### src/lbam_defs.vh
`ifndef LBAM_DEFS_VH
`define LBAM_DEFS_VH
`define LBAM_ADDR_CAPACITY 12'h000
`define LBAM_ADDR_LEAK 12'h004
`define LBAM_ADDR_LEVEL 12'h008
`define LBAM_ADDR_STATUS 12'h00c
`define LBAM_ADDR_MASK 12'h010
`define LBAM_RST_CAPACITY 8'h08
`define LBAM_RST_LEAK 8'h01
`define LBAM_LEAK_LSB 0
`define LBAM_LEAK_MSB 1
`define LBAM_ST_FAULT 0
`define LBAM_ST_FULL 1
`define LBAM_ST_EMPTY 2
`define LBAM_CYCLE_MS 128
`define LBAM_CLK_KHZ 40000
`define LBAM_CYCLE_CLKS (`LBAM_CYCLE_MS * `LBAM_CLK_KHZ)
`endif

### src/lbam_leaky_bucket_activity_monitor.v
// Behaviour
// RL1 - each faulty monitoring cycle adds one to the accumulator
// RL2 - each run of 1, 2, 4 or 8 clean cycles subtracts one
// RL3 - leak field bits [1:0] select 128, 256, 512 or 1024 ms per leak
// RL4 - accumulator stops at the programmed bucket size despite further faults
// RL5 - a leak due while empty leaves the accumulator at zero
//
// The register offsets and the APB interface to the registers were chosen for this implementation.
`include "lbam_defs.vh"
`default_nettype none
module lbam_leaky_bucket_activity_monitor #(
  parameter [31:0] CYCLE_CLKS = `LBAM_CYCLE_CLKS
) (
  input wire clk,
  input wire reset,
  input wire fault_pin,
  input wire psel,
  input wire penable,
  input wire pwrite,
  input wire [11:0] paddr,
  input wire [31:0] pwdata,
  output reg [31:0] prdata,
  output wire pready,
  output wire pslverr,
  output reg [7:0] bucket_level,
  output reg cycle_tick,
  output wire irq
);
  reg [2:0] fault_sync_reg;
  reg fault_seen_reg;
  reg [31:0] cyc_cnt_reg;
  reg [2:0] clean_cnt_reg;
  reg [7:0] capacity_reg;
  reg [7:0] leak_reg;
  reg [2:0] status_reg;
  reg [2:0] mask_reg;
  reg [7:0] level_next;
  reg [2:0] ev;
  wire wr;
  wire rd;
  wire [2:0] clean_need;
  wire leak_due;
  wire cyc_end;
  wire map_hit;
  wire [4:0] sel;
  reg fault_filt_reg;

  // one-hot select, shared by the write strobes, the error flag and the read mux
  function [4:0] reg_sel;
    input [11:0] a;
    begin
      case (a)
        `LBAM_ADDR_CAPACITY: reg_sel = 5'h01;
        `LBAM_ADDR_LEAK: reg_sel = 5'h02;
        `LBAM_ADDR_LEVEL: reg_sel = 5'h04;
        `LBAM_ADDR_STATUS: reg_sel = 5'h08;
        `LBAM_ADDR_MASK: reg_sel = 5'h10;
        default: reg_sel = 5'h00;
      endcase
    end
  endfunction

  // clean cycles already counted before the one that leaks: 0, 1, 3 or 7
  function [2:0] leak_span;
    input [1:0] code;
    begin
      case (code)
        2'h0: leak_span = 3'h0;
        2'h1: leak_span = 3'h1;
        2'h2: leak_span = 3'h3;
        default: leak_span = 3'h7;
      endcase
    end
  endfunction

  assign pready = 1'b1;
  assign sel = reg_sel(paddr);
  assign map_hit = |sel;
  assign pslverr = psel && penable && !map_hit;
  assign wr = psel && penable && pwrite && map_hit;
  // read data is loaded in the setup cycle so it stands at the access edge
  assign rd = psel && !penable && !pwrite;
  assign irq = |(status_reg & mask_reg);
  assign cyc_end = (cyc_cnt_reg == CYCLE_CLKS - 32'h1);
  // runs of 1/2/4/8 cycles on a 128 ms timebase give 128..1024 ms per leak
  assign clean_need = leak_span(leak_reg[`LBAM_LEAK_MSB:`LBAM_LEAK_LSB]); // RL3
  assign leak_due = cyc_end && !fault_seen_reg && (clean_cnt_reg >= clean_need); // RL2

  always @* begin
    level_next = bucket_level;
    ev = 3'h0;
    if (cyc_end) begin
      if (fault_seen_reg) begin
        ev[`LBAM_ST_FAULT] = 1'b1;
        if (bucket_level < capacity_reg) begin
          level_next = bucket_level + 8'h1; // RL1
        end else begin
          level_next = capacity_reg; // RL4
          ev[`LBAM_ST_FULL] = 1'b1;
        end
      end else if (leak_due) begin
        if (bucket_level != 8'h00) begin
          level_next = bucket_level - 8'h1; // RL2
          ev[`LBAM_ST_EMPTY] = (bucket_level == 8'h01);
        end else begin
          level_next = 8'h00; // RL5
        end
      end
    end
  end

  // stage one may go metastable; only stages two and three are looked at
  always @(posedge clk) begin
    if (reset) begin
      fault_sync_reg <= 3'h0;
    end else begin
      fault_sync_reg <= {fault_sync_reg[1:0], fault_pin};
    end
  end

  // the filtered level moves only once stages two and three agree
  always @(posedge clk) begin
    if (reset) begin
      fault_filt_reg <= 1'b0;
    end else if (fault_sync_reg[2] == fault_sync_reg[1]) begin
      fault_filt_reg <= fault_sync_reg[2];
    end
  end

  // monitoring-cycle timebase; reset restarts the cycle
  always @(posedge clk) begin
    if (reset) begin
      cyc_cnt_reg <= 32'h0;
      cycle_tick <= 1'b0;
    end else begin
      cycle_tick <= cyc_end;
      if (cyc_end) begin
        cyc_cnt_reg <= 32'h0;
      end else begin
        cyc_cnt_reg <= cyc_cnt_reg + 32'h1;
      end
    end
  end

  // a fault in any clock of the cycle but its last marks the whole cycle faulty; one seen only in the last clock is dropped
  always @(posedge clk) begin
    if (reset) begin
      fault_seen_reg <= 1'b0;
    end else if (cyc_end) begin
      fault_seen_reg <= 1'b0;
    end else if (fault_filt_reg) begin
      fault_seen_reg <= 1'b1; // RL1
    end
  end

  // any fault or any leak starts the clean run over
  always @(posedge clk) begin
    if (reset) begin
      clean_cnt_reg <= 3'h0;
    end else if (cyc_end) begin
      if (fault_seen_reg || leak_due) begin
        clean_cnt_reg <= 3'h0;
      end else begin
        clean_cnt_reg <= clean_cnt_reg + 3'h1; // RL2
      end
    end
  end

  always @(posedge clk) begin
    if (reset) begin
      bucket_level <= 8'h00;
    end else begin
      bucket_level <= level_next; // RL1 RL4 RL5
    end
  end

  // leak bits [7:2] are not kept and read back as zero
  always @(posedge clk) begin
    if (reset) begin
      capacity_reg <= `LBAM_RST_CAPACITY;
      leak_reg <= `LBAM_RST_LEAK;
      mask_reg <= 3'h0;
    end else begin
      if (wr && sel[0]) begin
        capacity_reg <= pwdata[7:0];
      end
      if (wr && sel[1]) begin
        leak_reg <= {6'h00, pwdata[1:0]};
      end
      if (wr && sel[4]) begin
        mask_reg <= pwdata[2:0];
      end
    end
  end

  // a new event wins over a write-one clear in the same cycle
  always @(posedge clk) begin
    if (reset) begin
      status_reg <= 3'h0;
    end else if (wr && sel[3]) begin
      status_reg <= (status_reg & ~pwdata[2:0]) | ev;
    end else begin
      status_reg <= status_reg | ev;
    end
  end

  always @(posedge clk) begin
    if (reset) begin
      prdata <= 32'h0;
    end else if (rd) begin
      case (sel)
        5'h01: prdata <= {24'h0, capacity_reg};
        5'h02: prdata <= {24'h0, leak_reg};
        5'h04: prdata <= {24'h0, bucket_level};
        5'h08: prdata <= {29'h0, status_reg};
        5'h10: prdata <= {29'h0, mask_reg};
        default: prdata <= 32'h0;
      endcase
    end
  end
endmodule // lbam_leaky_bucket_activity_monitor
`default_nettype wire

### config.mk
export PLATFORM = sky130hd
export DESIGN_NAME = lbam_leaky_bucket_activity_monitor
export DESIGN_NICKNAME = d
export VERILOG_FILES = /design/src/lbam_leaky_bucket_activity_monitor.v
export VERILOG_INCLUDE_DIRS = /design/src
export SDC_FILE = /design/constraint.sdc
export NUM_CORES = 1
export LEC_CHECK = 0
export BUFFER_PORTS_ARGS = -buffer_cell sky130_fd_sc_hd__buf_2
export CAP_MARGIN = 40
export CORE_ASPECT_RATIO = 0.5
export CORE_UTILIZATION = 58
export DETAILED_ROUTE_END_ITERATION = 10
export MAX_ROUTING_LAYER = met4
export PLACE_DENSITY = 0.92
export SETUP_SLACK_MARGIN = 0.1
export SLEW_MARGIN = 20
export SYNTH_ARGS = -nofsm -noshare
export SYNTH_HDL_FRONTEND = slang
export SYNTH_SLANG_ARGS = --single-unit
### constraint.sdc
create_clock -name clk -period 3.4 [get_ports clk]
set_input_delay 0.17 -clock clk [delete_from_list [all_inputs] [get_ports clk]]
set_output_delay 0.17 -clock clk [all_outputs]
set_load 0.01 [all_outputs]
Word level (Yosys, flattened, before mapping)
Cells that the tools add are included.
{ "totals": {"reg_bits": 97, "latch_bits": 0, "ramBits": 0, "rom_bits": 0, "inputBits": 50, "out_inout_bits": 44, "wordCells": 77, "mem_count": 0} }
{ "op_classes": {"addsub": 4, "multipliers": 0, "n_div": 0, "order_cmp": 2, "eq_ne": 14, "shifts": 0, "muxes": 15, "n_bitwise": 5, "reduce_logical": 25} }
{ "ops": {"columns": ["op", "count"], "rows": [
  ["$pmux W8 S5", 1],
  ["$add A32 B1 Y32 const B", 1],
  ["$eq A32 B23 Y1 const B", 1],
  ["$mux W8", 4],
  ["$pmux W5 S5", 1],
  ["$eq A12 B4 Y1 const B", 2],
  ["$eq A12 B3 Y1 const B", 1],
  ["$eq A12 B5 Y1 const B", 1],
  ["$logic_and A1 B1 Y1", 12],
  ["$logic_not A12 Y1", 1],
  ["$mux W3", 3],
  ["$pmux W3 S3", 1],
  ["$add A8 B1 Y8 const B", 1],
  ["$eq A8 B1 Y1 const B", 1],
  ["$lt A8 B8 Y1", 1],
  ["$reduce_bool A8 Y1", 1],
  ["$sub A8 B1 Y8 const B", 1],
  ["$and A3 B3 Y3", 2],
  ["$or A3 B3 Y3", 2],
  ["$eq A5 B1 Y1 const B", 1],
  ["$eq A5 B2 Y1 const B", 1],
  ["$eq A5 B3 Y1 const B", 1],
  ["$eq A5 B4 Y1 const B", 1],
  ["$eq A5 B5 Y1 const B", 1],
  ["other kinds (16)", 22]
]} }

Longest topological paths before layout
{ "logic_depth": {"word_depth": 9, "ltp_mapped": 9, "depth_no_buf": 8} }

Worst setup path before layout
OpenSTA, ideal clock, no wires.
{ "synth_timing": {"kind": "register to register", "startpoint": "register leak_reg[0]", "endpoint": "register bucket_level[5]", "setup_ps": 92, "t_arrival_ps": 1952, "t_required_ps": 3308, "path_slack_ps": 1356, "path_stages_with_launch": 8, "n_path_buf": 0, "synth_period_minus_slack_ps": 2044, "cell_sequence": "dfxtp_1 or2_2 ha_1 nor2b_1 o21ai_0 nor2_1 or4b_1 o32ai_1"} }
{ "synth_via": {"elab_chain_cells": 6, "word_cells_on_any_way": 8, "classes_between": "1 x order compare; 2 x eq/ne; 1 x mux; 4 x reduce/logical"} }
{ "synth_lines": {"columns": ["element", "line_no", "source"], "rows": [
  ["from (decl)", "lbam_leaky_bucket_activity_monitor.v:34", "reg [7:0] leak_reg;"],
  ["from (signal assigned)", "lbam_leaky_bucket_activity_monitor.v:181", "leak_reg <= `LBAM_RST_LEAK;"],
  ["from (signal assigned)", "lbam_leaky_bucket_activity_monitor.v:188", "leak_reg <= {6'h00, pwdata[1:0]};"],
  ["$eq A2 B2 Y1 (tied with other cells)", "lbam_leaky_bucket_activity_monitor.v:67", "case (code)"],
  ["$pmux W3 S3 (*)", "lbam_leaky_bucket_activity_monitor.v:67", null],
  ["$ge A3 B3 Y1 (*)", "lbam_leaky_bucket_activity_monitor.v:87", "assign leak_due = cyc_end && !fault_seen_reg && (clean_cnt_reg >= clean_need);"],
  ["$logic_and A1 B1 Y1 (*)", "lbam_leaky_bucket_activity_monitor.v:87", null],
  ["$reduce_bool A2 Y1 (no line) (*)", null, null],
  ["$reduce_and A2 Y1 (no line) (*)", null, null],
  ["to (signal assigned)", "lbam_leaky_bucket_activity_monitor.v:173", "bucket_level <= level_next;"],
  ["to (decl)", "lbam_leaky_bucket_activity_monitor.v:25", "output reg [7:0] bucket_level,"]
]} }
Every way passes the cells marked *; elsewhere a longest branch is shown, timed or not.
A chain may end at the register's enable or synchronous reset.

Final worst setup path
Ends and elaborated chain as after synthesis.

==> summary.txt <==
Finish
  • Ant diodes: 0
  • P&R area growth vs syn: 11.7%
  • Layout cells sized above 1: approximately 16%
  • Non-filler cells, final: 610
  • Finished Core Util: ~67%
  • # fillers: ~480
  • Most frequent cells in the layout: 73 x dfxtp_1, 61 x nor2_1, 44 x buf_2, 32 x nand2_1, 25 x conb_1
  • Layout net count: 579
  • Max reg flops: 32
  • Most common cell after layout, fill and taps aside: dfxtp_1

Clocking
  • Clock Latency Late Sink: 0.34 ns
  • Setup repair bufs after CTS: 0
  • Cts hold-fix bufs: 0
  • H-tree depth: 3
  • Worst-path clk slew: roughly 0.060 ns
  • CTS Buf Count: 9
  • CTS sink count: 73
  • Clk root buf: clkbuf_16
  • CTS Buffer Depth: 2
  • CTS tree: yes
  • # resized after CTS: 0

Critical path
  • Crit-path max FO: 4
  • Critical Path Max Stage Delay: 0.64 ns
  • CP Capture Type: register
  • Setup CP Type: register to register
  • Data required, critical path: between 3 and 4 ns
  • Worst path cell trace: or2_2, ha_1, nor2b_1, o21ai_0, nor2_1, or4b_1, o32ai_1
  • Slowest CP cell: or4b_1
  • Crit path DAT: roughly 2.8 ns
  • CP startpoint kind: register

STA
  • Final Setup Violations: 0
  • RSZ-0062 raised after global routing: false
  • Final Max Tran Viols: 0
  • Final period utilization: between 70% and 80%
  • Setup total negative slack: 0 ns
  • Achievable Freq: 389 MHz
  • Rel. slew slack: between 40% and 50%
  • Worst Max-Slew Pin Slew: ~0.83 ns
  • Final hold vios: 0
  • Final worst slack: about 0.83 ns
  • Min Tclk post-route: around 2.6 ns
  • Worst Skew: roughly 0.0073 ns

Global route
  • Congestion Overflow GR: 0
  • Initial antenna violation count: 0
  • First-pass GRT wire length: approximately 15 mm
  • Vias in the first global route: about 3.2k
  • Tot GR Track Use: between 20% and 30%
  • Largest net degree at the start of global routing: 39

Drt
  • Routed via count: between 3k and 4k
  • DRT Pass-1 Iters: 6
  • Routed Antenna Nets: 0
  • Via density: between 5 and 6
  • Final wirelength: 9.19 mm
  • Wire per inst: about 15 um
  • DR DRC count: 0
  • Initial DRC Count: about 340

Yosys
  • Top post-synthesis cells by area: dfxtp_1 36%, nor2_1 5.7%, buf_4 5.0%, xor2_1 5.0%, ha_1 5.0%
  • FF+latch count, synth: between 70 and 80
  • Syn_area_per_cell: between 8 and 9 sq um
  • Post-Synthesis Cells: ~480
  • Post-synth EDFFs: 0
  • Async set-reset flop share out of synthesis: 0%
  • Largest area contributor in the netlist: dfxtp_1
  • Register area share after synthesis: between 30 and 40%
  • Post-synth top flop: dfxtp_1
  • Mapped Area: ~4000 sq um
  • Netlist cell types: 66
  • Synth top area share: between 30% and 40%
  • Ys Warns: 0

Floorplanning
  • Chip height: a little over 60 um
  • Num ports: 94
  • Initial Util: between 60% and 70%
  • Core box area: 6700 sq um
  • Die area: approximately 7300 sq um
  • Num rows: 21
  • Die Wd: 120 um

Job
  • Max Cap Viol: 0

Pwr
  • Leakage Power: roughly 1.8 nW
  • Total Power: 1.90 mW
  • Peak supply drop: just over 0.3 mV
  • Power Dens Cells: 422 nW/um^2

Outcome
  • Status: completed

Worst hold path
  • Hold Path Class: primary input to register

Placement
  • HPWL after DPL: 5.90 mm
  • Placed cells: 594
  • Buffers added on ports: 44
  • GP Congestion: about 0.90
  • Worst slack at placement: 1.00 ns
-- critical path: cells and delay by family (launching register included) --
family | cells | cell delay [ns]
AO/OA/AOI/OAI | 2 | 0.67
adder cells (fa/ha/maj) | 1 | 0.28
flip-flops | 1 | 0.34
AND/OR/NAND/NOR | 4 | 1.20
-- report_power, final --
part	total, mW	internal [mW]	switching, mW
logic	0.0708	0.0213	0.0494
clock network	0.965	0.574	0.391
registers	0.865	0.861	0.00431
-- cell usage after synthesis, types with 3 or more instances --
cell and number:
nor2_1 61, nand2b_1 3, a21o_1 4, dfxtp_1 73
nand2_1 32, ha_1 16, xor2_1 23, and4_1 4
buf_4 27, nor3_1 12, inv_1 24, xnor2_1 11
a221oi_1 3, nand3_1 22, buf_2 5, a31oi_1 3
a22oi_1 7, a21oi_1 18, nand4_1 12, or3_1 5
o211ai_1 3, mux2i_1 15, and3_1 8, clkbuf_1 10
nor2b_1 6, a211o_1 3, o21ai_0 20
-- cell type report --
type                    instances  area, sq um  area share (%)
repair buffers                 48          250            5.55
flip-flops and latches         73         1460            32.4
inverters                      24         90.1            2.00
clock inverters                 7         76.3            1.69
well taps                      92          115            2.55
multi-input cells             357         2290            50.8
clock buffers                   9          225            5.00
-- cell families after synthesis --
logic type	after synthesis	synth area share, %
other	2	0.186
XOR/XNOR	34	7.38
flip-flops	73	36.2
AO/OA/AOI/OAI	79	13.1
multiplexers	16	4.00
adder cells (fa/ha/maj)	16	4.96
buffers and inverters	68	9.18
AND/OR/NAND/NOR	187	24.9
-- final timing paths --
kind,from,end,slack [ns],cells past startpoint
hold reg to reg,fault_sync_reg[0]$_SDFF_PP0_,fault_sync_reg[1]$_SDFF_PP0_,0.44,1
hold / removal,fault_pin,fault_sync_reg[0]$_SDFF_PP0_,0.06,2
setup reg to reg,leak_reg[0]$_SDFFE_PP1P_,bucket_level[5]$_SDFFE_PP0P_,0.83,7
setup / recovery,leak_reg[0]$_SDFFE_PP1P_,bucket_level[5]$_SDFFE_PP0P_,0.83,7
-- metrics by stage --
stage / hold WS [ns] / cell area (sq um)
floorplan: 0.298 / 4120
CTS: 0.0594 / 4510
global placement: 0.379 / 4200
global route: 0.0686 / 4510
finish: 0.0554 / 4510
detailed placement: 0.409 / 4200
-- metal layers --
layer | vias up | global-route usage [%] | part of all wire [%]
met5 | - | - | 0
met4 | 0 | 14.5 | 3.5
met3 | 31 | 8.55 | 6.7
met2 | 134 | 45.7 | 49
met1 | 1660 | 28.4 | 41
li1 | 1702 | - | -
Power figures use the tool's default switching activity.
